<file path="src/verilog/ovr_stamp_pkg.sv">
package ovr_stamp_pkg;
  localparam int SAMPLE_W = 9;
  localparam int MAG_W = 8;
  localparam int CHANNELS = 4;
  localparam int LINK_W = 16;
  localparam int FIFO_DEPTH = 32;
  localparam int HOLD_W = 11;
  localparam int SEL_W = 3;
  localparam int SYNC_STAGES = 2;
  localparam int ALIGN_STAGES = SYNC_STAGES - 1;
  localparam int STAMP_CNT_W = 16;
  localparam logic [HOLD_W-1:0] HOLD_BASE = 11'h008;
  localparam logic [MAG_W-1:0] MAG_MAX = 8'hff;
  localparam logic [MAG_W-1:0] THRESHOLD_RESET = 8'he4;
  localparam logic [1:0] TRIG_MODE_STAMP = 2'h3;
  localparam int N12_MSB = 11;
  localparam int N8_MSB = 7;
  localparam int N16_MSB = 15;

  typedef logic signed [SAMPLE_W-1:0] sample_t;
  typedef logic [LINK_W-1:0] link_word_t;

  typedef enum logic [1:0] {LINK_N12, LINK_N8, LINK_N16, LINK_SPARE} link_mode_e;

  typedef struct packed {
    logic enable;
    logic [SEL_W-1:0] holdSelect;
    logic [MAG_W-1:0] threshold;
  } ovr_cfg_s;

  typedef struct packed {
    logic receiverEnable;
    logic insertEnable;
    logic repeatEnable;
    logic [1:0] repeatSelect;
  } stamp_cfg_s;

  typedef struct packed {
    sample_t [CHANNELS-1:0] ch;
  } sample_set_s;

  typedef struct packed {
    link_word_t [CHANNELS-1:0] word;
  } link_frame_s;
endpackage

</file>
<file path="src/verilog/overrange_and_timestamp_marker.sv">
// Behaviour
// RULE1: Capture each sample on rising clock edge.
// RULE2: Samples are signed codes -256 to 255.
// RULE3: Detector runs only when enable is 1.
// RULE4: 8-bit magnitude compared against 8-bit threshold.
// RULE5: Magnitude: +255,-256 give 255; zero 0.
// RULE6: Over-range bit high when magnitude reaches threshold.
// RULE7: One dedicated over-range pin per channel.
// RULE8: Hold output 8 times 2^select cycles.
// RULE9: Software should set threshold near 228.
// RULE10: Downstream lowers gain, restores after clearing.
// RULE11: Retime stamp; repeat when enabled, mode 3.
// RULE12: Stamp input asynchronous, sampled like data.
// RULE13: Stamp latency equals data sample latency.
// RULE14: Stamp replaces link word LSB when inserting.
// RULE15: Mode 0: 12-bit word, stamp bit 0.
// RULE16: Stamp receiver must be enabled before use.
// RULE17: Disabled detector holds outputs low, counters clear.
`timescale 1ns/100ps
`default_nettype none
module overrange_and_timestamp_marker
  import ovr_stamp_pkg::*;
#(
  parameter int ACTIVE_CHANNELS = 4
) (
  // Clocking
  input wire logic ref_clk,
  input wire logic reset_n,
  input wire logic clockEnable,
  // Converted samples
  input wire logic sampleValid,
  output logic sampleReady,
  input wire sample_set_s samples,
  // Timestamp pin, already made single ended
  input wire logic stamp_input_pair,
  // Over-range settings
  input wire logic overrange_detect_enable,
  input wire logic [SEL_W-1:0] overrange_hold_select,
  input wire logic [MAG_W-1:0] overrange_threshold,
  // Timestamp settings
  input wire logic stamp_receiver_enable,
  input wire logic stampInsertEnable,
  input wire logic trigger_repeat_enable,
  input wire logic [1:0] trigger_repeat_select,
  input wire logic [1:0] link_format_select,
  // Over-range pins
  output logic overrange_out_a,
  output logic overrange_out_b,
  output logic overrange_out_c,
  output logic overrange_out_d,
  // Trigger repeat pin
  output logic trigger_repeat_out,
  // Link stream
  output logic linkValid,
  input wire logic linkReady,
  output link_frame_s linkFrame,
  // Status
  input wire logic statusClear,
  output logic [CHANNELS-1:0] overrangeSeen,
  output logic sampleDropped,
  output logic [STAMP_CNT_W-1:0] stampCount
);
  sample_set_s captured;
  logic capturedValid;
  sample_set_s alignPipe [ALIGN_STAGES];
  logic alignValid [ALIGN_STAGES];
  logic stampMeta;
  logic stampSync;
  logic stampPrev;
  logic stampRise;
  logic stampLive;
  ovr_cfg_s ovrCfg;
  stamp_cfg_s stampCfg;
  logic [CHANNELS-1:0] chanEvent;
  logic [CHANNELS-1:0] chanOver;
  logic [CHANNELS-1:0] chanActive;
  link_frame_s frame;
  logic frameValid;
  logic fifoInReady;

  assign ovrCfg = '{enable: overrange_detect_enable,
                    holdSelect: overrange_hold_select,
                    threshold: overrange_threshold};

  assign stampCfg = '{receiverEnable: stamp_receiver_enable,
                      insertEnable: stampInsertEnable,
                      repeatEnable: trigger_repeat_enable,
                      repeatSelect: trigger_repeat_select};

  // Channels beyond the fitted count stay silent
  function automatic logic [CHANNELS-1:0] activeMask(input int n);
    logic [CHANNELS-1:0] m;
    m = '0;
    for (int i = 0; i < CHANNELS; i++) begin
      if (i < n) begin
        m[i] = 1'b1;
      end
    end
    return m;
  endfunction

  assign chanActive = activeMask(ACTIVE_CHANNELS);

  // Place a sample left justified in the word, stamp in bit 0
  function automatic link_word_t linkWord(input link_mode_e mode,
                                          input sample_t s,
                                          input logic stamp,
                                          input logic insert);
    link_word_t w;
    w = '0;
    case (mode)
      LINK_N8: begin
        w[N8_MSB:0] = s[SAMPLE_W-1:1];
      end
      LINK_N16: begin
        w[N16_MSB -: SAMPLE_W] = s;
      end
      default: begin
        w[N12_MSB -: SAMPLE_W] = s; // RULE15
      end
    endcase
    if (insert) begin
      w[0] = stamp; // RULE14
    end
    return w;
  endfunction

  // Sample capture; the source sees back-pressure through sampleReady
  assign sampleReady = fifoInReady;

  always_ff @(posedge ref_clk) begin
    if (!reset_n) begin
      captured <= '0;
      capturedValid <= 1'b0;
    end else if (clockEnable) begin
      captured <= samples; // RULE1 RULE2
      capturedValid <= sampleValid;
    end
  end

  // Data waits for the stamp synchroniser
  always_ff @(posedge ref_clk) begin
    if (!reset_n) begin
      for (int i = 0; i < ALIGN_STAGES; i++) begin
        alignPipe[i] <= '0;
        alignValid[i] <= 1'b0;
      end
    end else if (clockEnable) begin
      alignPipe[0] <= captured; // RULE13
      alignValid[0] <= capturedValid;
      for (int i = 1; i < ALIGN_STAGES; i++) begin
        alignPipe[i] <= alignPipe[i-1];
        alignValid[i] <= alignValid[i-1];
      end
    end
  end

  // Stamp pin is asynchronous; two flops before any use
  always_ff @(posedge ref_clk) begin
    if (!reset_n) begin
      stampMeta <= 1'b0;
      stampSync <= 1'b0;
    end else if (clockEnable) begin
      stampMeta <= stamp_input_pair; // RULE12
      stampSync <= stampMeta; // RULE11
    end
  end

  // Receiver off means no mark is ever produced
  assign stampLive = stampCfg.receiverEnable && stampSync; // RULE16

  always_ff @(posedge ref_clk) begin
    if (!reset_n) begin
      stampPrev <= 1'b0;
    end else if (clockEnable) begin
      stampPrev <= stampLive;
    end
  end

  assign stampRise = stampLive && !stampPrev;

  // Counts trigger edges so software can match marks
  always_ff @(posedge ref_clk) begin
    if (!reset_n) begin
      stampCount <= '0;
    end else if (clockEnable && stampRise) begin
      stampCount <= stampCount + 1'b1;
    end
  end

  // Trigger repeat only in the stamp mode
  always_ff @(posedge ref_clk) begin
    if (!reset_n) begin
      trigger_repeat_out <= 1'b0;
    end else if (clockEnable) begin
      trigger_repeat_out <= stampCfg.repeatEnable &&
                            (stampCfg.repeatSelect == TRIG_MODE_STAMP) &&
                            stampLive; // RULE11
    end
  end

  // Per channel over-range detection on captured samples
  for (genvar c = 0; c < CHANNELS; c++) begin : g_chan
    overrange_hold u_hold (
      .ref_clk(ref_clk),
      .reset_n(reset_n),
      .clockEnable(clockEnable),
      .sample(captured.ch[c]),
      .cfg(ovrCfg),
      .eventHit(chanEvent[c]),
      .overrange(chanOver[c])
    );
  end

  // Dedicated pins, one per channel
  always_ff @(posedge ref_clk) begin
    if (!reset_n) begin
      overrange_out_a <= 1'b0;
      overrange_out_b <= 1'b0;
      overrange_out_c <= 1'b0;
      overrange_out_d <= 1'b0;
    end else if (clockEnable) begin
      overrange_out_a <= chanOver[0] && chanActive[0]; // RULE7
      overrange_out_b <= chanOver[1] && chanActive[1]; // RULE7
      overrange_out_c <= chanOver[2] && chanActive[2]; // RULE7
      overrange_out_d <= chanOver[3] && chanActive[3]; // RULE7
    end
  end

  // Sticky record of events; a new event beats a clear
  always_ff @(posedge ref_clk) begin
    if (!reset_n) begin
      overrangeSeen <= '0;
    end else if (clockEnable) begin
      overrangeSeen <= ((statusClear ? '0 : overrangeSeen) |
                        (chanEvent & chanActive & {CHANNELS{capturedValid}}));
    end
  end

  // Link frame build: sample and stamp meet in the same word
  always_ff @(posedge ref_clk) begin
    if (!reset_n) begin
      frame <= '0;
      frameValid <= 1'b0;
    end else if (clockEnable) begin
      frameValid <= alignValid[ALIGN_STAGES-1];
      for (int c = 0; c < CHANNELS; c++) begin
        frame.word[c] <= chanActive[c] ?
                         linkWord(link_mode_e'(link_format_select),
                                  alignPipe[ALIGN_STAGES-1].ch[c],
                                  stampLive,
                                  stampCfg.insertEnable) : '0; // RULE13 RULE14
      end
    end
  end

  // A full buffer loses a frame; flagged so software knows
  always_ff @(posedge ref_clk) begin
    if (!reset_n) begin
      sampleDropped <= 1'b0;
    end else if (clockEnable) begin
      sampleDropped <= (statusClear ? 1'b0 : sampleDropped) |
                       (frameValid && !fifoInReady);
    end
  end

  sample_fifo #(
    .WIDTH($bits(link_frame_s)),
    .DEPTH(FIFO_DEPTH)
  ) u_fifo (
    .ref_clk(ref_clk),
    .reset_n(reset_n),
    .clockEnable(clockEnable),
    .inValid(frameValid),
    .inReady(fifoInReady),
    .inData(frame),
    .outValid(linkValid),
    .outReady(linkReady),
    .outData(linkFrame)
  );
endmodule // overrange_and_timestamp_marker
`default_nettype wire

</file>
<file path="src/verilog/sample_fifo.sv">
`timescale 1ns/100ps
`default_nettype none
module sample_fifo #(
  parameter int WIDTH = 64,
  parameter int DEPTH = 32
) (
  // Clocking
  input wire logic ref_clk,
  input wire logic reset_n,
  input wire logic clockEnable,
  // Fill side
  input wire logic inValid,
  output logic inReady,
  input wire logic [WIDTH-1:0] inData,
  // Drain side
  output logic outValid,
  input wire logic outReady,
  output logic [WIDTH-1:0] outData
);
  localparam int AW = $clog2(DEPTH);
  logic [WIDTH-1:0] mem [DEPTH];
  logic [AW-1:0] wrPtr;
  logic [AW-1:0] rdPtr;
  logic [AW:0] count;
  logic push;
  logic pop;

  assign inReady = (count != (AW+1)'(DEPTH));
  assign outValid = (count != '0);
  assign outData = mem[rdPtr];
  assign push = inValid && inReady;
  assign pop = outValid && outReady;

  always_ff @(posedge ref_clk) begin
    if (clockEnable && push) begin
      mem[wrPtr] <= inData;
    end
  end

  always_ff @(posedge ref_clk) begin
    if (!reset_n) begin
      wrPtr <= '0;
      rdPtr <= '0;
      count <= '0;
    end else if (clockEnable) begin
      if (push) begin
        wrPtr <= (wrPtr == AW'(DEPTH - 1)) ? '0 : wrPtr + 1'b1;
      end
      if (pop) begin
        rdPtr <= (rdPtr == AW'(DEPTH - 1)) ? '0 : rdPtr + 1'b1;
      end
      count <= count + (AW+1)'(push) - (AW+1)'(pop);
    end
  end
endmodule // sample_fifo
`default_nettype wire

</file>
<file path="src/verilog/overrange_hold.sv">
`timescale 1ns/100ps
`default_nettype none
module overrange_hold
  import ovr_stamp_pkg::*;
(
  // Clocking
  input wire logic ref_clk,
  input wire logic reset_n,
  input wire logic clockEnable,
  // Sample and settings
  input wire sample_t sample,
  input wire ovr_cfg_s cfg,
  // Status
  output logic eventHit,
  output logic overrange
);
  logic [HOLD_W-1:0] holdCount;

  // Negative full scale has no positive twin, so it saturates
  function automatic logic [MAG_W-1:0] magnitude(input sample_t s);
    logic [SAMPLE_W-1:0] neg;
    neg = SAMPLE_W'(-s);
    if (!s[SAMPLE_W-1]) begin
      magnitude = s[MAG_W-1:0];
    end else if (neg[SAMPLE_W-1]) begin
      magnitude = MAG_MAX;
    end else begin
      magnitude = neg[MAG_W-1:0];
    end
  endfunction

  assign eventHit = cfg.enable && (magnitude(sample) >= cfg.threshold); // RULE3 RULE4 RULE5

  always_ff @(posedge ref_clk) begin
    if (!reset_n) begin
      holdCount <= '0;
      overrange <= 1'b0;
    end else if (clockEnable) begin
      if (!cfg.enable) begin
        holdCount <= '0; // RULE17
        overrange <= 1'b0; // RULE17
      end else if (eventHit) begin
        holdCount <= HOLD_BASE << cfg.holdSelect; // RULE8
        overrange <= 1'b1; // RULE6
      end else if (holdCount > HOLD_W'(1)) begin
        holdCount <= holdCount - 1'b1;
      end else begin
        holdCount <= '0;
        overrange <= 1'b0; // RULE6
      end
    end
  end
endmodule // overrange_hold
`default_nettype wire

</file>
<file path="config.mk">
export PLATFORM = sky130hd
export DESIGN_NAME = overrange_and_timestamp_marker
export DESIGN_NICKNAME = d
export VERILOG_FILES = /design/src/verilog/ovr_stamp_pkg.sv /design/src/verilog/overrange_and_timestamp_marker.sv /design/src/verilog/sample_fifo.sv /design/src/verilog/overrange_hold.sv
export SDC_FILE = /design/constraint.sdc
export NUM_CORES = 2
export LEC_CHECK = 0
export ABC_AREA = 1
export ABC_CLOCK_PERIOD_IN_PS = 15000
export BUFFER_PORTS_ARGS = -buffer_cell sky130_fd_sc_hd__buf_2
export CAP_MARGIN = 20
export CORE_MARGIN = 1
export CORE_UTILIZATION = 30
export DETAILED_ROUTE_END_ITERATION = 10
export PLACE_DENSITY = 0.45
export SLEW_MARGIN = 20
export SYNTH_ARGS = -nofsm -noshare
export SYNTH_HDL_FRONTEND = slang
export SYNTH_HIERARCHICAL = 1
export SYNTH_SLANG_ARGS = --single-unit
</file>
<file path="constraint.sdc">
create_clock -name ref_clk -period 15 [get_ports ref_clk]
set_clock_uncertainty 0.05 [all_clocks]
set_input_delay 0.75 -clock ref_clk [delete_from_list [all_inputs] [get_ports ref_clk]]
set_output_delay 0.75 -clock ref_clk [all_outputs]
set_load 0.01 [all_outputs]
</file>
# Yosys cells after proc, flatten, opt, wreduce, memory -nomap -nowiden
# Memories as Yosys holds them, arrays and structs flattened. A register that Yosys moved wholly into a read port is not among the register bits.
# Index checks and enable logic that the tools add are counted.
# op_classes
addsub	13
order_cmp	8
n_eq_ne	10
shift	1
n_mux	72
bitwise	3
n_reduce_logical	25
# op_table
operator	count
$mux 11	12
$mux 8	8
$pmux 4 s2	8
$gt 11x1->1 const B	4
$sub 11x1->11 const B	4
$mux 36	1
$neg 9->9	4
$reduce_or 36->1	1
$ge 8x8->1	4
$mux 1	26
$mux 4	5
$mux 5	4
$add 16x1->16 const B	1
$logic_and 1x1->1	13
$mux 3	4
$ne 3x2->1 const B	4
$reduce_and 2->1	6
$shl 4x3->11 const A	1
$add 5x1->5 const B	2
$eq 5x5->1 const B	2
$pmux 1 s2	4
$add 6x1->6	1
$ne 6x6->1 const B	1
$reduce_bool 6->1	1
8 further kinds	11
# word_totals
register_bits	194
ram_bits	2085
inputBits	62
output_inout_bits	92
word_cells	166
mem_count	3
# memory_table
name	words	width	read_ports	rd_ports_with_merged_regs	wr	line_no	rtl
u_fifo.mem	32	64	1	1	1	sample_fifo.sv:21	logic [WIDTH-1:0] mem [DEPTH];
alignPipe	1	36	1	0	1	overrange_and_timestamp_marker.sv:65	sample_set_s alignPipe [ALIGN_STAGES];
alignValid	1	1	1	1	1	overrange_and_timestamp_marker.sv:66	logic alignValid [ALIGN_STAGES];

# Depth between registers and ports, before layout
# depth
ltp_word	7
ltp_mapped	19
mapped_depth_nobuf	19

# Cells and area by module
# Netlist, hierarchy kept.
# by_module_without_submodules
mod	instances	cells_per_inst	area_per_inst_um2	seq_area_each_um2
sample_fifo	1	6789	82704.3	61919.4
overrange_and_timestamp_marker	1	715	6304.8	3733.6
overrange_hold	4	229	1317.5	240.2

# Worst setup path after synthesis
# No wires, ideal clock.
# synth_timing
path_kind	register to register
start	register u_fifo.count[2]
end	memory u_fifo.mem[7][0], enable pin
setup_ps	565
arrival_ps	5468
required_ps	14385
slack_ps	8917
path_stages_with_launch	7
n_path_buf	1
period_less_slack_ps	6083
path_cell_list	dfxtp_1 > inv_1 > ha_1 > nand4_1 > nand3_1 > clkbuf_1 > nor3_1
# synth_via
elab_chain_cells	5
# synth_rtl
element	line_no	rtl
start, declared	sample_fifo.sv:24	logic [AW:0] count;
start signal, assigned	sample_fifo.sv:52	count <= count + (AW+1)'(push) - (AW+1)'(pop);
$ne 6x6->1	sample_fifo.sv:28	assign inReady = (count != (AW+1)'(DEPTH));
net sampleReady	overrange_and_timestamp_marker.sv:32	output logic sampleReady,
$logic_and 1x1->1	sample_fifo.sv:31	assign push = inValid && inReady;
$logic_and 1x1->1	sample_fifo.sv:35	if (clockEnable && push) begin
$mux 1	sample_fifo.sv:35	
$mux 1 (implied by the code)	sample_fifo.sv:36	mem[wrPtr] <= inData;
end, declared	sample_fifo.sv:21	
# The timed path passes the listed nets, and every way through them passes these cells.

==> results.md <==
* Sw Ratio at 0.244
* Post-CTS Hold Buffers at 1
* Slew @ Worst Pin at 1.21 ns
* CTS tree: yes
* Worst Path Required at 14.20 ns
* Final worst slack at 7.70 ns
* CP Max Fanout at 89
* Worst path buffer plus inverter count at 5
* Total GRT Usage at 0.196
* Slowest cell on crit path: buf_4
* Synth Area per Inst at 11.2 µm²
* Reg2reg start: u_fifo/count[3]$_SDFFE_PN0P_
* Syn Nets at 8546
* Crit path capture type: output pin
* Ys async rst share at 0
* CTS Buf Count at 267
* Max Cap Viol at 0
* Post-Route WL at 317000 µm
* Clk buf depth at 4
* Share of cells above drive strength 1 at 0.0918
* Int Pwr at 0.0109 W
* Synth Warn # at 6
* Sequential Power Share at 0.485
* GP Congestion at 0.786
* Crit share post-route at 0.486
* Final Cell Area at 108000 µm²
* Main flop type after synthesis: edfxtp_1
* Net Sw Power at 0.00353 W
* Clock Power Share at 0.441
* Port Buffers at 153
* DP Worst Slack at 8.55 ns
* Netlist cell types at 41
* Clock latency on the worst-skew pair at 0.89 ns
* First drt pass iteration count at 6
* Mapped cell area at 94300 µm²
* DIE HEIGHT at 563 µm
* Crit-path max cell delay at 0.95 ns
* Critical path startpoint category: flip-flop
* # nets final at 8614
* Antenna violations before repair at 34
* Slew HR at 0.191
* Fmax at 137 MHz
* Final Hold Viols at 0
* Placed insts at 12400
* Setup violators final at 0
* Wire per inst at 24.7 µm
* DR iter-0 viols at 6247
* Area grow syn2layout at 14.4%
* Clock-pin slew on the worst setup and hold paths at 0.06 ns
* # fillers at 30900
* CTS root buf: clkbuf_16
* Core area at 312000 µm²
* Die ar. at 317000 µm²
* PostCTS Resize Cnt at 0
* Final ANT Viol Nets at 0
* H-tree Lvls at 5
* Crit-path leading delay family: buffers and inverters
* Pwr/cell area at 134 nW/µm²
* Post-DP Area at 99300 µm²
* LEAKAGE at 38.9 nW
* Hold/Removal Path Class: in2reg
* Starting Density at 0.302
* RSZ-0062 raised after global routing: false
* First-pass GRT wire length at 450000 µm
* Seq/Total Area, Yosys at 0.707
* Hold path start: samples[21]
* Peak supply drop at 0.0000796 V
* Chip width at 563 µm
* Num ports at 154
* Largest net degree at the start of global routing at 228
* FF+latch count, synth at 2285
* Max-slew violations at 0
* Comb pwr share at 0.074
* Cells along the critical path: buf_4 -> buf_4 -> buf_4 -> buf_4 -> nand2_1 -> nand3_1 -> nand3_1 -> nand3_1 -> nand3_1 -> nand2_1 -> buf_2
* Vias at 64700
* Gr ovfl total at 0
* Final std cells w/o fill at 12900
* Status: complete, no violations
* Core Rows at 205
* Syn Inst Count at 8420
* DR DRC count at 0
* Arrival time worst endpoint at 6.50 ns
* Number of enable flip-flop cells after synthesis at 2085
* Clk sinks at 2285
* Routed vias/inst at 5.03
* Post-DP HPWL at 157000 µm
* Tmin final at 7.30 ns
* Setup CP Type: reg2out
* Post-CTS Repair Setup Buffers at 0
* Setup TNS at 0 ns
* Vias in the first global route at 62000
==> worst min-delay path, delay by kind of cell <==
kind,cells,cell delay (ns)
AO/OA/AOI/OAI,1,0.05
buffers and inverters,1,0.08
AND/OR/NAND/NOR,1,0.04
==> synth_stat cells (5+ instances only) <==
library cell | n | area [µm²]
or2_2 | 5 | 31.3
nand2_1 | 2646 | 9930
clkbuf_1 | 80 | 300
inv_2 | 5 | 18.8
nor2_1 | 180 | 676
nand3_1 | 2001 | 10000
xor2_1 | 14 | 123
dfxtp_1 | 200 | 4000
a21oi_1 | 100 | 500
buf_4 | 28 | 210
clkbuf_2 | 5 | 25.0
buf_2 | 332 | 1660
o21ai_0 | 122 | 611
inv_1 | 318 | 1190
o22ai_1 | 38 | 238
nor2_4 | 6 | 67.6
a22oi_1 | 32 | 240
ha_1 | 63 | 788
buf_1 | 38 | 143
nor3_1 | 15 | 75.1
nor2_2 | 20 | 125
nand4_1 | 9 | 56.3
edfxtp_1 | 2085 | 62600
buf_6 | 9 | 101
nand2_2 | 24 | 150
==> logic make-up (layout without fill, tap and decap cells) <==
group                    Yosys count  count (layout)  synth area share
AND/OR/NAND/NOR                 4912            4912             0.225
other                              0              10                 0
XOR/XNOR                          15              15           0.00139
buffers and inverters            820            1100            0.0390
adder cells (fa/ha/maj)           64              64           0.00857
flip-flops                      2285            2285             0.707
AO/OA/AOI/OAI                    324             324            0.0195
==> layer usage <==
metal | global-route usage | part of all wire | vias up
met4 | 0.0512 | 0.027 | 24
met5 | 0 | 0.00046 | -
met3 | 0.0353 | 0.065 | 466
met1 | 0.274 | 0.45 | 32500
li1 | - | - | 29600
met2 | 0.311 | 0.46 | 2080
==> area by class of cell <==
cell class                 instances  area [µm²]  share of cell area
sequential                      2285       66700               0.618
multi-input combinational       5315       24200               0.225
clock buffer                     352        7130              0.0661
tap                             4140        5180              0.0480
timing repair buffer             291        1960              0.0182
clock inverter                   129        1360              0.0126
inverter                         328        1280              0.0118
antenna                           10        25.0            0.000232
==> final timing paths <==
path	cells past startpoint	endpoint	slack, ns
setup reg to reg	9	u_fifo/mem[22][50]$_DFFE_PP_	9.77
hold reg to reg	2	overrange_out_b$_SDFFE_PN0P_	0.41
setup / recovery	11	linkFrame[39]	7.70
hold / removal	3	captured[21]$_SDFFE_PN0P_	0.06
==> through the flow <==
step	power [W]	util	hold WS [ns]
final	0.0144	0.346	0.0561
after global routing	0.0149	0.345	0.0282
after CTS	0.0146	0.345	0.000291
after detailed placement	0.00821	0.318	0.391
after global placement	0.00820	0.318	0.380
after floorplan	0.00788	-	0.372
==> power by group through the flow <==
stage               Sequential [W]  Combinational (W)  Clock, W
global route               0.00701            0.00121   0.00673
global placement           0.00714            0.00106         0
floorplan                  0.00711           0.000774         0
detailed placement         0.00714            0.00107         0
CTS                        0.00701            0.00108   0.00650
finish                     0.00701            0.00107   0.00637
==> layout by cell type, fill, tap and decap left out, types with 51 or more instances in the layout <==
| cell | synthesis | routed |
|---|---|---|
| nand2_1 | 2646 | 2645 |
| edfxtp_1 | 2085 | 2085 |
| nand3_1 | 2001 | 2001 |
| inv_1 | 318 | 316 |
| clkbuf_16 | 0 | 269 |
| dfxtp_1 | 200 | 164 |
| buf_2 | 332 | 153 |
| nor2_1 | 180 | 150 |
| buf_4 | 28 | 125 |
| o21ai_0 | 122 | 122 |
| a21oi_1 | 100 | 100 |
| clkbuf_1 | 80 | 74 |
| ha_1 | 63 | 62 |
| clkinv_1 | 4 | 51 |
==> flip-flops by register name, summed over array words and instances (netlist names), 4 cells and up, named ones only <==
name / count
g_chan.u_hold/overrange: 4
u_fifo/rdPtr: 5
frame: 64
u_fifo/mem: 2048
overrangeSeen: 4
u_fifo/count: 6
u_fifo/wrPtr: 5
captured: 36
g_chan.u_hold/holdCount: 44
alignPipe: 36
stampCount: 16
(Power assumes the default switching activity.)
